### config.mk
export PLATFORM = sky130hd
export DESIGN_NAME = tah_cpu_end_flat
export DESIGN_NICKNAME = d
export VERILOG_FILES = /design/src/tah_pkg.sv /design/src/tah_bus_if.sv /design/src/tah_cpu_end.sv /design/src/flat_wrapper.sv
export SDC_FILE = /design/constraint.sdc
export NUM_CORES = 1
export LEC_CHECK = 0
export BUFFER_PORTS_ARGS = -buffer_cell sky130_fd_sc_hd__buf_2
export CORE_ASPECT_RATIO = 1.1
export CORE_MARGIN = 4
export CORE_UTILIZATION = 45
export CTS_CLUSTER_DIAMETER = 80
export CTS_CLUSTER_SIZE = 12
export DETAILED_ROUTE_END_ITERATION = 8
export GPL_TIMING_DRIVEN = 1
export PLACE_DENSITY = 0.82
export REMOVE_ABC_BUFFERS = 1
export SYNTH_ARGS = -nofsm -noshare
export SYNTH_HDL_FRONTEND = slang
export SYNTH_SLANG_ARGS = --single-unit
### constraint.sdc
create_clock -name clk -period 2.8 [get_ports clk]
set_input_delay 0.14 -clock clk [delete_from_list [all_inputs] [get_ports clk]]
set_output_delay 0.14 -clock clk [all_outputs]
set_load 0.05 [all_outputs]
### src/tah_pkg.sv
// Purpose: Shared constants and types for the translated bus control ends
// Assumes: One 200 MHz clock; pins modelled as separate in/out/enable signals
// Notes:   Both ends and the interface use these names
package tah_pkg;
  localparam int unsigned CLK_PERIOD_NS  = 5;
  localparam int unsigned ADDR_W         = 24;
  localparam int unsigned UPPER_W        = 8;
  localparam int unsigned BE_W           = 4;
  localparam int unsigned STAT_W         = 4;
  localparam logic [3:0]  ST_RMW         = 4'hb;
  localparam logic [3:0]  ST_IFETCH      = 4'h8;
  localparam logic [3:0]  ST_DATA        = 4'ha;
  localparam logic [3:0]  BE_LOW_HALF    = 4'h3;
  localparam logic [3:0]  BE_HIGH_HALF   = 4'hc;
  localparam logic [3:0]  BE_NONE        = 4'hf;
  localparam logic [1:0]  RESET_LOW_MIN  = 2'h2;
  localparam logic [2:0]  HOLD_LATE_CNT  = 3'h2;

  typedef enum logic [2:0] {
    TAH_IDLE, TAH_T1, TAH_TMMU, TAH_TF, TAH_T2, TAH_T3, TAH_T4, TAH_HELD
  } tah_state_e;
endpackage : tah_pkg

### src/tah_bus_if.sv
// Purpose: Pin-level link between processor end and translator/master end
// Assumes: Two-way pins split into input, output and output enable
// Notes:   Shared wire levels are left unresolved; no module combines the two drivers
`timescale 1ns/1ps
interface tah_bus_if;
  logic                            translation_strap_pin;
  logic                            strobe_or_float_out;
  logic                            strobe_or_float_oe;
  logic                            float_command_n;
  logic                            reset_or_abort_pin_n;
  logic [tah_pkg::ADDR_W-1:0]      ad_out;
  logic                            ad_oe;
  logic [tah_pkg::ADDR_W-1:0]      ad_drive_ext;
  logic                            ad_ext_oe;
  logic [tah_pkg::UPPER_W-1:0]     upper_data_out;
  logic                            upper_data_oe;
  logic                            address_strobe_output_n;
  logic                            direction_output;
  logic                            ctrl_oe;
  logic [tah_pkg::BE_W-1:0]        byte_enables_n;
  logic [tah_pkg::STAT_W-1:0]      cycle_status_lines;
  logic                            physical_address_valid_n;
  logic                            physical_a1_input;
  logic                            hold_n;
  logic                            bus_grant_output_n;
  logic                            program_flow_pulse_n;
  logic                            user_mode;
  logic                            interlock_output_n;

  modport cpu (
    input  translation_strap_pin, float_command_n, reset_or_abort_pin_n,
    input  physical_a1_input, hold_n,
    output strobe_or_float_out, strobe_or_float_oe, ad_out, ad_oe, upper_data_out,
    output upper_data_oe, address_strobe_output_n, direction_output, ctrl_oe,
    output byte_enables_n, cycle_status_lines, bus_grant_output_n,
    output program_flow_pulse_n, user_mode, interlock_output_n
  );
  modport ext (
    output translation_strap_pin, float_command_n, reset_or_abort_pin_n,
    output physical_a1_input, hold_n, ad_drive_ext, ad_ext_oe,
    output physical_address_valid_n,
    input  address_strobe_output_n, ad_out, ad_oe, cycle_status_lines,
    input  bus_grant_output_n, direction_output
  );
endinterface : tah_bus_if

### src/tah_cpu_end.sv
// Purpose: Processor bus control with translation, float, abort and hold
// Assumes: Pins synchronous to clk; reset_or_abort_pin_n low one clock = abort
// Notes:   Execution unit is abstracted to request and status ports
`timescale 1ns/1ps
module tah_cpu_end (
  // Clock and reset
  input  wire logic                            clk,
  input  wire logic                            reset,
  // Pins
  tah_bus_if.cpu                               bus,
  // Execution unit side
  input  wire logic                            cyc_req,
  input  wire logic                            cyc_write,
  input  wire logic                            cyc_prefetch,
  input  wire logic                            cyc_rmw,
  input  wire logic [tah_pkg::ADDR_W-1:0]      cyc_addr,
  input  wire logic [31:0]                     cyc_wdata,
  input  wire logic [tah_pkg::BE_W-1:0]        cyc_be_n,
  input  wire logic                            instr_start,
  input  wire logic                            queue_empty_exec,
  input  wire logic                            psr_user,
  input  wire logic                            interlocked_bit_op,
  output logic                                 cyc_done,
  output logic                                 abort_trap,
  output logic                                 abort_retryable,
  output logic                                 prefetch_stopped,
  output logic                                 pin_reset,
  output logic                                 translated_mode
);
  tah_pkg::tah_state_e state;
  tah_pkg::tah_state_e next_state;
  logic                        rst_pin_d;
  logic [1:0]                  low_cnt;
  logic                        abort_pending;
  logic                        abort_in_window;
  logic                        abort_armed;
  logic                        cur_prefetch;
  logic                        cur_write;
  logic                        cur_rmw;
  logic [tah_pkg::ADDR_W-1:0]  cur_addr;
  logic [31:0]                 cur_wdata;
  logic [tah_pkg::BE_W-1:0]    cur_be_n;
  logic                        hold_seen;

  // Abort recognised when the pin returns high after exactly one low clock
  wire abort_pulse    = bus.reset_or_abort_pin_n && !rst_pin_d && low_cnt == 2'h1;
  wire float_low      = translated_mode && !bus.float_command_n;
  wire in_window      = state == tah_pkg::TAH_TMMU || state == tah_pkg::TAH_TF;
  // The pulse is only confirmed one clock after the low, by then the state has moved on
  wire abort_hit      = abort_pulse && abort_armed;
  wire abort_now      = (abort_hit || (abort_pending && in_window)) && !float_low;
  wire hold_req       = !bus.hold_n;
  wire late_hold      = state == tah_pkg::TAH_T3 || state == tah_pkg::TAH_T4;
  wire grant_ok       = hold_req && (state == tah_pkg::TAH_IDLE && !cyc_req);
  wire release_at_t4  = hold_seen && state == tah_pkg::TAH_T4;

  always_comb begin
    next_state = state;
    unique case (state)
      tah_pkg::TAH_IDLE: begin
        if (grant_ok)
          next_state = tah_pkg::TAH_HELD;
        else if (cyc_req)
          next_state = tah_pkg::TAH_T1;
      end
      tah_pkg::TAH_T1:
        next_state = translated_mode ? tah_pkg::TAH_TMMU : tah_pkg::TAH_T2;
      tah_pkg::TAH_TMMU, tah_pkg::TAH_TF: begin
        if (float_low)
          next_state = tah_pkg::TAH_TF;
        else
          next_state = tah_pkg::TAH_T2;
      end
      tah_pkg::TAH_T2:
        next_state = (abort_in_window || abort_now) ? tah_pkg::TAH_IDLE
                                                    : tah_pkg::TAH_T3;
      tah_pkg::TAH_T3:
        next_state = tah_pkg::TAH_T4;
      tah_pkg::TAH_T4:
        next_state = release_at_t4 ? tah_pkg::TAH_HELD : tah_pkg::TAH_IDLE;
      tah_pkg::TAH_HELD:
        next_state = hold_req ? tah_pkg::TAH_HELD : tah_pkg::TAH_IDLE;
    endcase
  end

  // Reset vs abort discrimination counts low clocks on the shared pin
  always_ff @(posedge clk or posedge reset) begin
    if (reset) begin
      rst_pin_d <= 1'b1;
      // Reset counts as a long low, so the strap is caught when the pin rises
      low_cnt   <= tah_pkg::RESET_LOW_MIN;
      pin_reset <= 1'b1;
    end else begin
      rst_pin_d <= bus.reset_or_abort_pin_n;
      if (!bus.reset_or_abort_pin_n) begin
        if (low_cnt != tah_pkg::RESET_LOW_MIN)
          low_cnt <= low_cnt + 2'h1;
      end else begin
        low_cnt <= 2'h0;
      end
      pin_reset <= !bus.reset_or_abort_pin_n && low_cnt != 2'h0;
    end
  end

  // Strap caught when the pin rises at the end of pin reset, frozen afterwards
  always_ff @(posedge clk or posedge reset) begin
    if (reset)
      translated_mode <= 1'b0;
    else if (pin_reset && bus.reset_or_abort_pin_n)
      translated_mode <= !bus.translation_strap_pin;
  end

  always_ff @(posedge clk or posedge reset) begin
    if (reset) begin
      state <= tah_pkg::TAH_IDLE;
    end else if (pin_reset) begin
      state <= tah_pkg::TAH_IDLE;
    end else begin
      state <= next_state;
    end
  end

  always_ff @(posedge clk or posedge reset) begin
    if (reset) begin
      cur_prefetch <= 1'b0;
      cur_write    <= 1'b0;
      cur_rmw      <= 1'b0;
      cur_addr     <= '0;
      cur_wdata    <= '0;
      cur_be_n     <= tah_pkg::BE_NONE;
    end else if (state == tah_pkg::TAH_IDLE && cyc_req && !grant_ok) begin
      cur_prefetch <= cyc_prefetch;
      cur_write    <= cyc_write;
      cur_rmw      <= cyc_rmw && !cyc_write;
      cur_addr     <= cyc_addr;
      cur_wdata    <= cyc_wdata;
      cur_be_n     <= cyc_be_n;
    end
  end

  // Abort seen while float is low is held until float is removed
  always_ff @(posedge clk or posedge reset) begin
    if (reset) begin
      abort_pending   <= 1'b0;
      abort_in_window <= 1'b0;
      abort_armed     <= 1'b0;
    end else begin
      abort_armed <= !bus.reset_or_abort_pin_n && in_window;
      if (abort_now || state == tah_pkg::TAH_IDLE)
        abort_pending <= 1'b0;
      else if (abort_hit && float_low)
        abort_pending <= 1'b1;
      if (abort_now && state != tah_pkg::TAH_T2)
        abort_in_window <= 1'b1;
      else if (state == tah_pkg::TAH_T2)
        abort_in_window <= 1'b0;
    end
  end

  // Hold sampled early in the cycle is honoured at T4; later requests wait
  always_ff @(posedge clk or posedge reset) begin
    if (reset)
      hold_seen <= 1'b0;
    else if (state == tah_pkg::TAH_IDLE || state == tah_pkg::TAH_HELD)
      hold_seen <= 1'b0;
    else if (hold_req && !late_hold)
      hold_seen <= 1'b1;
  end

  // Trap reporting toward the execution unit
  always_ff @(posedge clk or posedge reset) begin
    if (reset) begin
      abort_trap       <= 1'b0;
      abort_retryable  <= 1'b0;
      prefetch_stopped <= 1'b0;
      cyc_done         <= 1'b0;
    end else begin
      cyc_done <= state == tah_pkg::TAH_T4;
      if (instr_start && !queue_empty_exec)
        prefetch_stopped <= 1'b0;
      else if (abort_now && cur_prefetch)
        prefetch_stopped <= 1'b1;
      // Trap is taken once when the queue runs dry, then prefetching resumes
      else if (queue_empty_exec)
        prefetch_stopped <= 1'b0;
      abort_trap      <= (abort_now && !cur_prefetch) ||
                         (prefetch_stopped && queue_empty_exec) ||
                         (abort_pulse && !abort_armed && !pin_reset);
      abort_retryable <= (abort_now && !cur_prefetch) ||
                         (prefetch_stopped && queue_empty_exec);
    end
  end

  // Status code of a cycle; the request's own code is shown from T1 on
  function automatic logic [tah_pkg::STAT_W-1:0] status_code(input logic read_modify_write_status, input logic pf);
    return read_modify_write_status ? tah_pkg::ST_RMW : pf ? tah_pkg::ST_IFETCH : tah_pkg::ST_DATA;
  endfunction : status_code

  // Pin drivers
  wire start_t1  = next_state == tah_pkg::TAH_T1;
  wire [tah_pkg::STAT_W-1:0] req_status = status_code(cyc_rmw && !cyc_write, cyc_prefetch);
  wire [tah_pkg::STAT_W-1:0] cur_status = status_code(cur_rmw, cur_prefetch);
  wire held      = state == tah_pkg::TAH_HELD;
  wire float_ad  = held || state == tah_pkg::TAH_TMMU || state == tah_pkg::TAH_TF;
  wire data_ph   = state == tah_pkg::TAH_T3 || state == tah_pkg::TAH_T4;
  wire upper_own = cur_write && data_ph && !float_ad;
  wire [tah_pkg::BE_W-1:0] a1_be = bus.physical_a1_input ? tah_pkg::BE_HIGH_HALF
                                                          : tah_pkg::BE_LOW_HALF;

  always_ff @(posedge clk or posedge reset) begin
    if (reset) begin
      bus.ad_out                  <= '0;
      bus.ad_oe                   <= 1'b0;
      bus.upper_data_out          <= '0;
      bus.upper_data_oe           <= 1'b0;
      bus.address_strobe_output_n <= 1'b1;
      bus.direction_output        <= 1'b1;
      bus.ctrl_oe                 <= 1'b1;
      bus.byte_enables_n          <= tah_pkg::BE_NONE;
      bus.cycle_status_lines      <= '0;
      bus.strobe_or_float_out     <= 1'b1;
      bus.strobe_or_float_oe      <= 1'b0;
      bus.bus_grant_output_n      <= 1'b1;
    end else begin
      bus.ad_oe  <= !(next_state == tah_pkg::TAH_TMMU || next_state == tah_pkg::TAH_TF ||
                      next_state == tah_pkg::TAH_HELD);
      bus.ad_out <= (next_state == tah_pkg::TAH_T1) ? cyc_addr : cur_wdata[tah_pkg::ADDR_W-1:0];
      bus.upper_data_out <= cur_wdata[31:tah_pkg::ADDR_W];
      bus.upper_data_oe  <= upper_own;
      bus.address_strobe_output_n <= !(next_state == tah_pkg::TAH_T1);
      bus.direction_output <= start_t1 ? !cyc_write : !cur_write;
      bus.ctrl_oe <= !(next_state == tah_pkg::TAH_HELD || next_state == tah_pkg::TAH_TF);
      bus.byte_enables_n <= (state == tah_pkg::TAH_TF) ? a1_be : cur_be_n;
      bus.cycle_status_lines <= start_t1 ? req_status : cur_status;
      // Strobe pin drives only in untranslated mode
      bus.strobe_or_float_oe  <= !translated_mode;
      bus.strobe_or_float_out <= !(data_ph && !translated_mode);
      // Acknowledge raised one clock after address and control lines are floated
      bus.bus_grant_output_n  <= !(held && next_state == tah_pkg::TAH_HELD);
    end
  end

  // Instruction status is tied to execution, not to bus states
  always_ff @(posedge clk or posedge reset) begin
    if (reset) begin
      bus.program_flow_pulse_n <= 1'b1;
      bus.user_mode            <= 1'b0;
      bus.interlock_output_n   <= 1'b1;
    end else begin
      bus.program_flow_pulse_n <= !instr_start;
      bus.user_mode            <= psr_user;
      bus.interlock_output_n   <= !interlocked_bit_op;
    end
  end
endmodule : tah_cpu_end

### src/flat_wrapper.sv
// flat-port wrapper written by rule: the top's interface ports become plain ports
module tah_cpu_end_flat 
  (clk, reset, cyc_req, cyc_write, cyc_prefetch, cyc_rmw, cyc_addr, cyc_wdata, cyc_be_n, instr_start, queue_empty_exec, psr_user, interlocked_bit_op, cyc_done, abort_trap, abort_retryable, prefetch_stopped, pin_reset, translated_mode, bus_translation_strap_pin, bus_float_command_n, bus_reset_or_abort_pin_n, bus_physical_a1_input, bus_hold_n, bus_strobe_or_float_out, bus_strobe_or_float_oe, bus_ad_out, bus_ad_oe, bus_upper_data_out, bus_upper_data_oe, bus_address_strobe_output_n, bus_direction_output, bus_ctrl_oe, bus_byte_enables_n, bus_cycle_status_lines, bus_bus_grant_output_n, bus_program_flow_pulse_n, bus_user_mode, bus_interlock_output_n);
  tah_bus_if bus_i ();
  input  wire logic clk;
  input  wire logic reset;
  input  wire logic cyc_req;
  input  wire logic cyc_write;
  input  wire logic cyc_prefetch;
  input  wire logic cyc_rmw;
  input  wire logic [tah_pkg::ADDR_W-1:0] cyc_addr;
  input  wire logic [31:0] cyc_wdata;
  input  wire logic [tah_pkg::BE_W-1:0] cyc_be_n;
  input  wire logic instr_start;
  input  wire logic queue_empty_exec;
  input  wire logic psr_user;
  input  wire logic interlocked_bit_op;
  output logic cyc_done;
  output logic abort_trap;
  output logic abort_retryable;
  output logic prefetch_stopped;
  output logic pin_reset;
  output logic translated_mode;
  input wire logic [$bits(bus_i.translation_strap_pin)-1:0] bus_translation_strap_pin;
  input wire logic [$bits(bus_i.float_command_n)-1:0] bus_float_command_n;
  input wire logic [$bits(bus_i.reset_or_abort_pin_n)-1:0] bus_reset_or_abort_pin_n;
  input wire logic [$bits(bus_i.physical_a1_input)-1:0] bus_physical_a1_input;
  input wire logic [$bits(bus_i.hold_n)-1:0] bus_hold_n;
  output wire logic [$bits(bus_i.strobe_or_float_out)-1:0] bus_strobe_or_float_out;
  output wire logic [$bits(bus_i.strobe_or_float_oe)-1:0] bus_strobe_or_float_oe;
  output wire logic [$bits(bus_i.ad_out)-1:0] bus_ad_out;
  output wire logic [$bits(bus_i.ad_oe)-1:0] bus_ad_oe;
  output wire logic [$bits(bus_i.upper_data_out)-1:0] bus_upper_data_out;
  output wire logic [$bits(bus_i.upper_data_oe)-1:0] bus_upper_data_oe;
  output wire logic [$bits(bus_i.address_strobe_output_n)-1:0] bus_address_strobe_output_n;
  output wire logic [$bits(bus_i.direction_output)-1:0] bus_direction_output;
  output wire logic [$bits(bus_i.ctrl_oe)-1:0] bus_ctrl_oe;
  output wire logic [$bits(bus_i.byte_enables_n)-1:0] bus_byte_enables_n;
  output wire logic [$bits(bus_i.cycle_status_lines)-1:0] bus_cycle_status_lines;
  output wire logic [$bits(bus_i.bus_grant_output_n)-1:0] bus_bus_grant_output_n;
  output wire logic [$bits(bus_i.program_flow_pulse_n)-1:0] bus_program_flow_pulse_n;
  output wire logic [$bits(bus_i.user_mode)-1:0] bus_user_mode;
  output wire logic [$bits(bus_i.interlock_output_n)-1:0] bus_interlock_output_n;
  assign bus_i.translation_strap_pin = bus_translation_strap_pin;
  assign bus_i.float_command_n = bus_float_command_n;
  assign bus_i.reset_or_abort_pin_n = bus_reset_or_abort_pin_n;
  assign bus_i.physical_a1_input = bus_physical_a1_input;
  assign bus_i.hold_n = bus_hold_n;
  assign bus_strobe_or_float_out = bus_i.strobe_or_float_out;
  assign bus_strobe_or_float_oe = bus_i.strobe_or_float_oe;
  assign bus_ad_out = bus_i.ad_out;
  assign bus_ad_oe = bus_i.ad_oe;
  assign bus_upper_data_out = bus_i.upper_data_out;
  assign bus_upper_data_oe = bus_i.upper_data_oe;
  assign bus_address_strobe_output_n = bus_i.address_strobe_output_n;
  assign bus_direction_output = bus_i.direction_output;
  assign bus_ctrl_oe = bus_i.ctrl_oe;
  assign bus_byte_enables_n = bus_i.byte_enables_n;
  assign bus_cycle_status_lines = bus_i.cycle_status_lines;
  assign bus_bus_grant_output_n = bus_i.bus_grant_output_n;
  assign bus_program_flow_pulse_n = bus_i.program_flow_pulse_n;
  assign bus_user_mode = bus_i.user_mode;
  assign bus_interlock_output_n = bus_i.interlock_output_n;
  tah_cpu_end u_core (.clk(clk), .reset(reset), .bus(bus_i), .cyc_req(cyc_req), .cyc_write(cyc_write), .cyc_prefetch(cyc_prefetch), .cyc_rmw(cyc_rmw), .cyc_addr(cyc_addr), .cyc_wdata(cyc_wdata), .cyc_be_n(cyc_be_n), .instr_start(instr_start), .queue_empty_exec(queue_empty_exec), .psr_user(psr_user), .interlocked_bit_op(interlocked_bit_op), .cyc_done(cyc_done), .abort_trap(abort_trap), .abort_retryable(abort_retryable), .prefetch_stopped(prefetch_stopped), .pin_reset(pin_reset), .translated_mode(translated_mode));
endmodule
==> results of run 1 <==
## flip-flops by register name, indices dropped and copies added, names as in the netlist, 2 cells and up
register                       count
u_core.bus.byte_enables_n          4
u_core.bus.cycle_status_lines      3
u_core.cur_wdata                  32
u_core.state                       3
u_core.low_cnt                     2
u_core.bus.ad_out                 24
u_core.bus.upper_data_out          8
u_core.cur_be_n                    4
## final cells by class
class	instances	area, µm²
fill	638	2908
sequential	105	2650
timing repair buffer	202	1376
multi-input combinational	239	1126
tap	111	138.9
clock buffer	9	123.9
clock inverter	7	85.08
inverter	11	43.79
## metal layers
layer  vias to the layer above  GRT usage (%)  part of all wire, %
met4                         0          8.012                  2.6
met2                       118          33.73                   51
met3                        22          5.577                  6.6
met1                      1526          22.59                   40
li1                       1553              -                    -
met5                         -              0                    0
## timing repair
action / CTS / global route
setup endpoints to repair: 0 / 0
endpoints found under the hold margin: 114 / 0
hold buffers: 69 / 0
## synthesized netlist by cell type, types with 2 or more instances
| master | number |
|---|---|
| nand2_1 | 164 |
| dfrtp_1 | 87 |
| dfstp_2 | 18 |
| inv_1 | 10 |
| nor2_1 | 10 |
| a21oi_1 | 7 |
| buf_6 | 7 |
| buf_2 | 6 |
| nand2b_1 | 6 |
| o21ai_0 | 6 |
| o21ai_1 | 4 |
| ha_1 | 3 |
| a21o_1 | 2 |
| a31oi_1 | 2 |
| buf_4 | 2 |
| conb_1 | 2 |
| mux2_2 | 2 |
| nor3_1 | 2 |
| o21bai_1 | 2 |
| or2_1 | 2 |
| xor2_1 | 2 |
## logic make-up after synthesis
family / synth area share [%]
AND/OR/NAND/NOR: 20.74
flip-flops: 67.17
AO/OA/AOI/OAI: 5.138
buffers and inverters: 4.282
adder cells (fa/ha/maj): 1.205
multiplexers: 0.8246
other: 0.1904
XOR/XNOR: 0.4441
## worst reg2reg max path: cells and delay by family (launching register included)
kind | cells | cell delay [ns]
buffers and inverters | 1 | 0.49
AO/OA/AOI/OAI | 1 | 0.17
flip-flops | 1 | 0.53
AND/OR/NAND/NOR | 3 | 0.63
## report_power, final
group	leakage, nW	internal, mW	total (mW)	switching (mW)
logic	1.56	0.700	2.63	1.93
registers	1.28	2.19	2.48	0.293
clock network	0.107	0.433	0.971	0.538
total	2.94	3.32	6.09	2.77
## through the flow
stage               area [µm²]  power [mW]  util (%)  setup slack (ns)
floorplan                 3817       4.388         -          -0.07075
global placement          4644       4.958     54.95            0.9996
detailed placement        4644       5.061     54.95            0.9240
CTS                       5544       6.101     65.60            0.8982
global route              5544       6.465     65.60            0.7062
finish                    5544       6.085     65.60            0.8856
## layout by cell type (no fill, tap or decap), types with 3 or more instances in the layout
cell and instances:
nand2_1 164, buf_2 130, dfrtp_1 87, dlygate4sd3_1 69
dfstp_2 18, nor2_1 10, inv_1 9, clkbuf_8 9
a21oi_1 7, nand2b_1 6, o21ai_0 6, o21ai_1 4
ha_1 3, inv_6 3
## worst min-delay path by stage
stage               depth (start not counted)                startpoint  slack (ns)                      end
floorplan                                   0  bus_reset_or_abort_pin_n        0.14         u_core.rst_pin_d
global placement                            2                     reset        0.23     u_core.bus.ad_out[2]
detailed placement                          2                     reset        0.24     u_core.bus.ad_out[2]
CTS                                         2                bus_hold_n        0.03         u_core.hold_seen
global route                                3          queue_empty_exec        0.05  u_core.prefetch_stopped
finish                                      2                bus_hold_n        0.05         u_core.hold_seen
==> reports/results.ini, run 1 <==
[finish]
area_delta_synth_final_pct=40.53
finish.net_count=646
stdcell_count=684
final_layout_size_suffix_gt1_share_pct=30.89
n_antenna_cell=0

[die]
dieArea_um2=10330
start_util_pct=46.68
die_h_um=106.2
die_w_um=97.28
placement_rows=35
fp.coreArea_um2=8452
io_pins=132

[clocking]
cts-buffers-inserted=9
clkLatencyLatePin_ns=0.36
cts_root_buf=clkbuf_8
cts_buffer_depth=2
cts_setup_buffers=0
cts_sinks=105
cts_max_level=3
cts_resized=0
cts_tree=built
clk_pin_slew_worst_paths_ns=0.10

[setup_path]
worstPathRequired_ns=3.07
slowest_delay_ns=0.53
r2r-start=u_core.state[2]
setup.worst_path.start=u_core.state[2]
critPathBufInv=1
cp_slowest_cell=dfrtp_1
cp_max_fo=65
worstSetupEndpoint=u_core.bus.cycle_status_lines[1]
cp-end-kind=register
crit_type=register to register
crit_family=simple AND/OR/NAND/NOR gates
reg2reg_slack_ns=0.89
ff2ff_path_depth=5
start_kind=register
worstReg2RegEnd=u_core.bus.cycle_status_lines[1]
cp.depth=5
path_cells=nor3_4, and2_4, buf_4, nor3b_1, a31oi_1
critPathArrivalTime_ns=2.19

[job]
timing.max_cap.violations=0

[timing]
hold_viol_final=0
timing.final.crit_share_pct=68.37
finClkSkew_ns=0.01061
final.setup.tns_ns=0
clock.fmax_mhz=522.4
holdWs_ns=0.05018
slew_headroom_pct=57.26
slew_viol_final=0
rsz0062_at_grt=no
tightest_slew_ns=0.6410
setup_viol=0
post-route-min-period_ns=1.914

[synth]
synth_top_area_share_pct=55.19
synthCells=371
ys.flop_type=dfrtp_1
yosysSeqAreaShare_pct=67.17
synth_warnings=0
synth.area.top_cells=dfrtp_1 55%, nand2_1 16%, dfstp_2 12%
avgSynthCellArea_um2=10.63
synth_edf_count=0
synth-async-reset-ratio_pct=100.0
synth.distinct_cells=46
ys_seq_elements=105
syn_area_um2=3945
yosysTopAreaCell=dfrtp_1

[route]
finalWirelength_um=9478
first_iter_violations=124
wire_per_inst_um=13.86
ant_nets=0
drc=0
vias=3219
via_per_inst=4.706
dr.pass1.iters=4

[grt]
grt_overflow=0
grt_use_total_pct=19.41
grt_pass1_wl_um=16090
antenna_found_initial=0
grt_max_degree=66
grt_pass1_vias=3353

[power]
p_per_area_nw_per_um2=1098
ir_worst_vdd_mv=0.6028
leakagePower_nw=2.944

[hold_path]
min_path_type=input port to register

[placed_design]
place.gp.congestion=0.8536
place_hpwl_um=5789
placed_cells=599
portBuffers=130

[status]
status=completed

Power figures use the tool's default switching activity.
==> inputs of run 2 (changes only) <==
--- a/config.mk
+++ b/config.mk
@@ -5,6 +5,7 @@
 export SDC_FILE = /design/constraint.sdc
 export NUM_CORES = 1
 export LEC_CHECK = 0
+export ABC_AREA = 1
 export BUFFER_PORTS_ARGS = -buffer_cell sky130_fd_sc_hd__buf_2
 export CORE_ASPECT_RATIO = 1.1
 export CORE_MARGIN = 4
==> constraint.sdc (replaced) <==
create_clock -name clk -period 1.68 [get_ports clk]
set_input_delay 0.084 -clock clk [delete_from_list [all_inputs] [get_ports clk]]
set_output_delay 0.084 -clock clk [all_outputs]
set_load 0.05 [all_outputs]
==> reports/results.ini, run 2 <==
[status]
status=completed  ; unchanged

[finish]
final_common_cell=nand2_1  ; unchanged
final_layout_size_suffix_gt1_share_pct=30.77  ; was 30.89%
multi_input_area_um2=1085  ; was 1126 µm²
regMostFlops=u_core.cur_wdata  ; unchanged
fin_util_pct=66.56  ; was 65.60%
fill_cells=613  ; was 638
reg_top3=u_core.cur_wdata (32), u_core.bus.ad_out (24), u_core.bus.upper_data_out (8)  ; unchanged
ff_latch_area_um2=2650  ; unchanged
area_delta_synth_final_pct=42.59  ; was 40.53%
largest_reg_flops=32  ; unchanged
layout_common_cells=182 x nand2_1, 130 x buf_2, 87 x dfrtp_1  ; was 164 x nand2_1, 130 x buf_2, 87 x dfrtp_1
finish.net_count=671  ; was 646
stdcell_count=710  ; was 684
fin_area_um2=5625  ; was 5544 µm²

[power]
sequentialPowerShare_pct=39.7  ; was 40.8%
p_int_mw=5.627  ; was 3.320 mW
p_per_area_nw_per_um2=1832  ; was 1098 nW/µm²
switching_share_pct=45.39  ; was 45.44%
clockPowerShare_pct=16.7  ; was 16.0%
ir_worst_vdd_mv=1.114  ; was 0.6028 mV
finalPower_mw=10.30  ; was 6.085 mW
leakagePower_nw=3.049  ; was 2.944 nW
power.switching_mw=4.677  ; was 2.765 mW
p_comb_share_pct=43.6  ; was 43.3%

[timing]
holdWs_ns=0.05401  ; was 0.05018 ns
slew_viol_final=0  ; unchanged
fin_ws_ns=0.1038  ; was 0.8856 ns
hold_viol_final=0  ; unchanged
clock.fmax_mhz=634.4  ; was 522.4 MHz
final.setup.tns_ns=0  ; unchanged
timing.final.crit_share_pct=93.82  ; was 68.37%
rsz0062_at_grt=no  ; unchanged
post-route-min-period_ns=1.576  ; was 1.914 ns
finClkSkew_ns=0.009556  ; was 0.01061 ns
setup_viol=0  ; unchanged

[route]
first_iter_violations=141  ; was 124
wire_per_inst_um=13.80  ; was 13.86 µm
vias=3327  ; was 3,219
drc=0  ; unchanged
finalWirelength_um=9797  ; was 9478 µm
via_per_inst=4.686  ; was 4.706
dr.pass1.iters=5  ; was 4
ant_nets=0  ; unchanged

[setup_path]
cp_max_fo=42  ; was 65
worstPathRequired_ns=1.93  ; was 3.07 ns
ff2ff_path_depth=6  ; was 5
critPathArrivalTime_ns=1.82  ; was 2.19 ns
cp-end-kind=register  ; unchanged
crit_type=register to register  ; unchanged
start_kind=register  ; unchanged

[synth]
ys_seq_elements=105  ; unchanged
synth_edf_count=0  ; unchanged
synth-async-reset-ratio_pct=100.0  ; unchanged
synth_most_common_cell=nand2_1  ; unchanged
yosysTopAreaCell=dfrtp_1  ; unchanged
synth_warnings=0  ; unchanged
synth.distinct_cells=30  ; was 46
synth_top_area_share_pct=55.19  ; unchanged
syn_area_um2=3945  ; unchanged
ys.flop_type=dfrtp_1  ; unchanged
yosys-top-cells-count=182 x nand2_1, 87 x dfrtp_1, 22 x inv_1  ; was 164 x nand2_1, 87 x dfrtp_1, 18 x dfstp_2
avgSynthCellArea_um2=10.12  ; was 10.63 µm²
synth.area.top_cells=dfrtp_1 55%, nand2_1 17%, dfstp_2 12%  ; was dfrtp_1 55%, nand2_1 16%, dfstp_2 12%
synthCells=390  ; was 371
yosysSeqAreaShare_pct=67.17  ; unchanged

[placed_design]
place_hpwl_um=5966  ; was 5789 µm
portBuffers=130  ; unchanged
placed_cells=623  ; was 599
dp_slack_ns=0.1323  ; was 0.9240 ns
place.gp.congestion=0.8806  ; was 0.8536
dpl_cell_area_um2=4690  ; was 4644 µm²

[die]
placement_rows=35  ; unchanged
die_w_um=97.28  ; unchanged
start_util_pct=46.68  ; unchanged
dieArea_um2=10330  ; unchanged
fp.coreArea_um2=8452  ; unchanged
die_h_um=106.2  ; unchanged
io_pins=132  ; unchanged

[clocking]
cts_sinks=105  ; unchanged
cts_tree=built  ; unchanged
clkLatencyLatePin_ns=0.36  ; about the same
cts-buffers-inserted=9  ; unchanged
cts_max_level=3  ; unchanged
cts_buffer_depth=2  ; unchanged
clk_pin_slew_worst_paths_ns=0.10  ; about the same
cts_root_buf=clkbuf_8  ; unchanged

[hold_path]
whs_path_depth=3  ; was 2
min_path_type=input port to register  ; unchanged

[grt]
grt_max_degree=43  ; was 66
antenna_found_initial=1  ; was 0
grt_pass1_wl_um=16320  ; was 16,090 µm
grt_use_total_pct=19.97  ; was 19.41%
grt_overflow=0  ; unchanged
grt_pass1_vias=3425  ; was 3,353

[job]
timing.max_cap.violations=0  ; unchanged

-- run 2: changes by cell type in the layout (fill, tap and decap cells not counted), sizes merged, moves of 3 or more --
cell / before / now
a21oi: 8 / 4
inv: 15 / 29
nand2: 164 / 184
nand2b: 6 / 0
nand3: 1 / 10
nand4: 0 / 4
nor2: 10 / 15
o21a: 1 / 4
or2: 3 / 0
-- run 2: cells by family (layout without fill, tap and decap cells) --
kind of cell    Yosys count  in the layout  synth area share, %
other cells               2              3               0.1904
fa+ha+maj                 3              3               0.9516
buf+inv                  39            247                5.328
simple gates            218            218                22.55
flops                   105            105                67.17
compound gates           23             23                3.806
-- run 2: path summary, 6_finish.rpt --
check | to | startpoint | slack, ns
max in group asynchronous | u_core.bus.byte_enables_n[2] | reset | 0.77
setup / recovery | u_core.bus.ad_out[12] | u_core.state[1] | 0.10
min in group asynchronous | u_core.cur_wdata[2] | reset | 0.32
setup reg to reg | u_core.bus.ad_out[12] | u_core.state[1] | 0.10
hold reg to reg | u_core.bus.upper_data_out[1] | u_core.cur_wdata[25] | 0.38
hold / removal | u_core.cur_write | cyc_write | 0.05
-- run 2: power by group through the flow --
stage / Combinational, mW / Clock, mW / Sequential [mW]
final: 4.49 / 1.72 / 4.09
after CTS: 4.48 / 1.77 / 4.09
after floorplan: 1.41 / 0 / 5.91
after global routing: 4.85 / 1.88 / 4.20
after global placement: 4.22 / 0 / 4.10
after detailed placement: 4.34 / 0 / 4.12
-- run 2: metal layers --
metal | track usage, % | part of all wire [%] | up-vias
met3 | 6.627 | 7.7 | 27
li1 | - | - | 1601
met1 | 23.26 | 38 | 1552
met2 | 33.88 | 51 | 147
met4 | 8.506 | 2.8 | 0
met5 | 0 | 0 | -
-- run 2: timing repair --
item,in CTS,in global routing
hold endpoints to repair,103,0
buffers inserted,0,0
hold buffers,70,0
setup endpoints to repair,0,14
gates resized for setup,0,3
-- run 2: layout make-up --
class                           count  area share, %
Antenna cell                        1        0.04448
Clock buffer                        9          2.202
Clock inverter                      7          1.757
Inverter                           26          1.868
Multi-Input combinational cell    246          19.28
Sequential cell                   105          47.11
Tap cell                          111          2.469
Timing Repair Buffer              205          25.27
-- run 2: critical path, stage by stage (launching register included) --
cell     delay (ns)
dfrtp_1        0.51
nor2_4         0.18
nand2_4        0.10
nor2_8         0.24
inv_6          0.17
nand2_1        0.16
nand2_1        0.07
==> inputs of run 3 (changes only) <==
--- a/config.mk
+++ b/config.mk
@@ -13,7 +13,7 @@
 export CTS_CLUSTER_DIAMETER = 80
 export CTS_CLUSTER_SIZE = 12
 export DETAILED_ROUTE_END_ITERATION = 8
-export GPL_TIMING_DRIVEN = 1
+export GPL_TIMING_DRIVEN = 0
 export PLACE_DENSITY = 0.82
 export REMOVE_ABC_BUFFERS = 1
 export SYNTH_ARGS = -nofsm -noshare
==> reports/results.ini, run 3 (synthesized netlist as in run 2, its figures left out) <==
[power]
p_int_mw=5.484  ; was 5.627 mW
clockPowerShare_pct=15.2  ; was 16.7%
p_comb_share_pct=45.1  ; was 43.6%
power.switching_mw=4.797  ; was 4.677 mW
switching_share_pct=46.66  ; was 45.39%
ir_worst_vdd_mv=0.8386  ; was 1.114 mV
finalPower_mw=10.28  ; was 10.30 mW
leakagePower_nw=3.035  ; was 3.049 nW
p_per_area_nw_per_um2=1830  ; was 1832 nW/µm²
sequentialPowerShare_pct=39.8  ; was 39.7%

[clocking]
cts_buffer_depth=2  ; unchanged
cts_root_buf=clkbuf_8  ; unchanged
cts_tree=built  ; unchanged
cts_sinks=105  ; unchanged
clkLatencyLatePin_ns=0.36  ; about the same
cts_max_level=3  ; unchanged
clk_pin_slew_worst_paths_ns=0.10  ; about the same
cts-buffers-inserted=9  ; unchanged

[finish]
multi_input_area_um2=1119  ; was 1085 µm²
final_layout_size_suffix_gt1_share_pct=30.67  ; was 30.77%
finish.net_count=673  ; was 671
layout_common_cells=182 x nand2_1, 130 x buf_2, 87 x dfrtp_1  ; unchanged
fill_cells=639  ; was 613
n_antenna_cell=0  ; was 1
ff_latch_area_um2=2650  ; unchanged
area_delta_synth_final_pct=42.37  ; was 42.59%
stdcell_count=711  ; was 710
largest_reg_flops=32  ; unchanged
reg_top3=u_core.cur_wdata (32), u_core.bus.ad_out (24), u_core.bus.upper_data_out (8)  ; unchanged
regMostFlops=u_core.cur_wdata  ; unchanged
final_common_cell=nand2_1  ; unchanged

[route]
ant_nets=0  ; unchanged
vias=3358  ; was 3,327
wire_per_inst_um=14.51  ; was 13.80 µm
via_per_inst=4.723  ; was 4.686
first_iter_violations=167  ; was 141
finalWirelength_um=10320  ; was 9797 µm
dr.pass1.iters=4  ; was 5
drc=0  ; unchanged

[grt]
grt_pass1_wl_um=16880  ; was 16,320 µm
antenna_found_initial=0  ; was 1
grt_pass1_vias=3527  ; was 3,425
grt_max_degree=58  ; was 43
grt_use_total_pct=20.69  ; was 19.97%
grt_overflow=0  ; unchanged

[timing]
finClkSkew_ns=0.007986  ; was 0.009556 ns
rsz0062_at_grt=no  ; unchanged
clock.fmax_mhz=636.7  ; was 634.4 MHz
post-route-min-period_ns=1.571  ; was 1.576 ns
fin_ws_ns=0.1093  ; was 0.1038 ns
tightest_slew_ns=0.6152
timing.final.crit_share_pct=93.49  ; was 93.82%
slew_headroom_pct=58.99
hold_viol_final=0  ; unchanged
setup_viol=0  ; unchanged
slew_viol_final=0  ; unchanged

[die]
start_util_pct=46.68  ; unchanged
io_pins=132  ; unchanged
fp.coreArea_um2=8452  ; unchanged
dieArea_um2=10330  ; unchanged
placement_rows=35  ; unchanged
die_h_um=106.2  ; unchanged
die_w_um=97.28  ; unchanged

[hold_path]
min_path_type=input port to register  ; unchanged
whs_path_depth=3  ; unchanged

[setup_path]
cp_max_fo=16  ; was 42
worstPathRequired_ns=1.99  ; was 1.93 ns
cp-end-kind=register  ; unchanged
start_kind=register  ; unchanged
critPathArrivalTime_ns=1.88  ; was 1.82 ns
crit_type=register to register  ; unchanged
ff2ff_path_depth=5  ; was 6

[status]
status=completed  ; unchanged

[placed_design]
placed_cells=619  ; was 623
portBuffers=130  ; unchanged
dp_slack_ns=-0.5278  ; was 0.1323 ns
place_hpwl_um=5846  ; was 5966 µm
place.gp.congestion=0.9328  ; was 0.8806

[job]
timing.max_cap.violations=0  ; unchanged

==> run 3: cell types whose count changed in the layout (fill, tap and decap cells not counted), sizes merged <==
cell | before | now
clkinv | 1 | 3
nor2 | 15 | 18
bufinv | 2 | 1
diode | 1 | 0
inv | 29 | 28
dlygate4sd3 | 70 | 71
buf | 135 | 133
==> run 3: area by class of cell <==
class	count	share of cell area (%)
clock buffers	9	2.205
clock inverters	7	1.359
inverters	26	1.871
multi-input cells	249	19.92
flip-flops and latches	105	47.18
well taps	111	2.473
repair buffers	204	24.99
==> run 3: worst paths after layout <==
kind,slack [ns],startpoint,endpoint
max reg2reg,0.11,u_core.state[1],u_core.bus.ad_out[15]
min in group asynchronous,0.35,reset,u_core.cur_wdata[7]
min reg2reg,0.38,u_core.cur_wdata[24],u_core.bus.upper_data_out[0]
min,0.04,cyc_write,u_core.cur_write
max,0.11,u_core.state[1],u_core.bus.ad_out[15]
max in group asynchronous,0.60,reset,u_core.bus.direction_output
==> run 3: stage by stage <==
| stage | setup TNS, ns | instance area [µm²] | hold WS (ns) | utilization [%] |
|---|---|---|---|---|
| after global routing | 0 | 5617 | 0.04094 | 66.45 |
| after global placement | -238.18 | 4624 | 0.1955 | 54.72 |
| after floorplan | -106.24 | 3835 | 0.08848 | - |
| after CTS | 0 | 5617 | 0.01834 | 66.45 |
| final | 0 | 5617 | 0.03840 | 66.45 |
| after detailed placement | -32.67 | 4654 | 0.2011 | 55.07 |
==> run 3: metal layers <==
metal | track usage (%) | wire (µm) | part of all wire (%) | vias to the layer above
met4 | 8.309 | 208 | 2.0 | 0
li1 | - | - | - | 1603
met2 | 37.28 | 5409 | 52 | 149
met5 | 0 | 0 | 0 | -
met3 | 4.790 | 710 | 6.9 | 21
met1 | 23.81 | 3986 | 39 | 1585
==> run 3: power groups by stage <==
stage	Combinational (mW)	Clock [mW]	Sequential, mW
floorplan	1.41	0	5.91
global placement	4.20	0	4.07
detailed placement	4.34	0	4.13
CTS	4.62	1.61	4.09
global route	4.98	1.71	4.19
finish	4.63	1.56	4.09
==> run 3: repair_timing <==
action | 4_1_cts | 5_1_grt
setup endpoints to repair | 67 | 0
hold buffers | 71 | 0
resized for setup | 2 | 0
hold endpoints to repair | 110 | 0
buffers inserted | 2 | 0
==> run 3: worst max-delay path, cell delays in order, from the launching register on <==
cell,delay (ns)
dfrtp_1,0.50
nor2_4,0.16
nand2_4,0.16
nor2_4,0.47
nand2_1,0.12
nand2_1,0.10
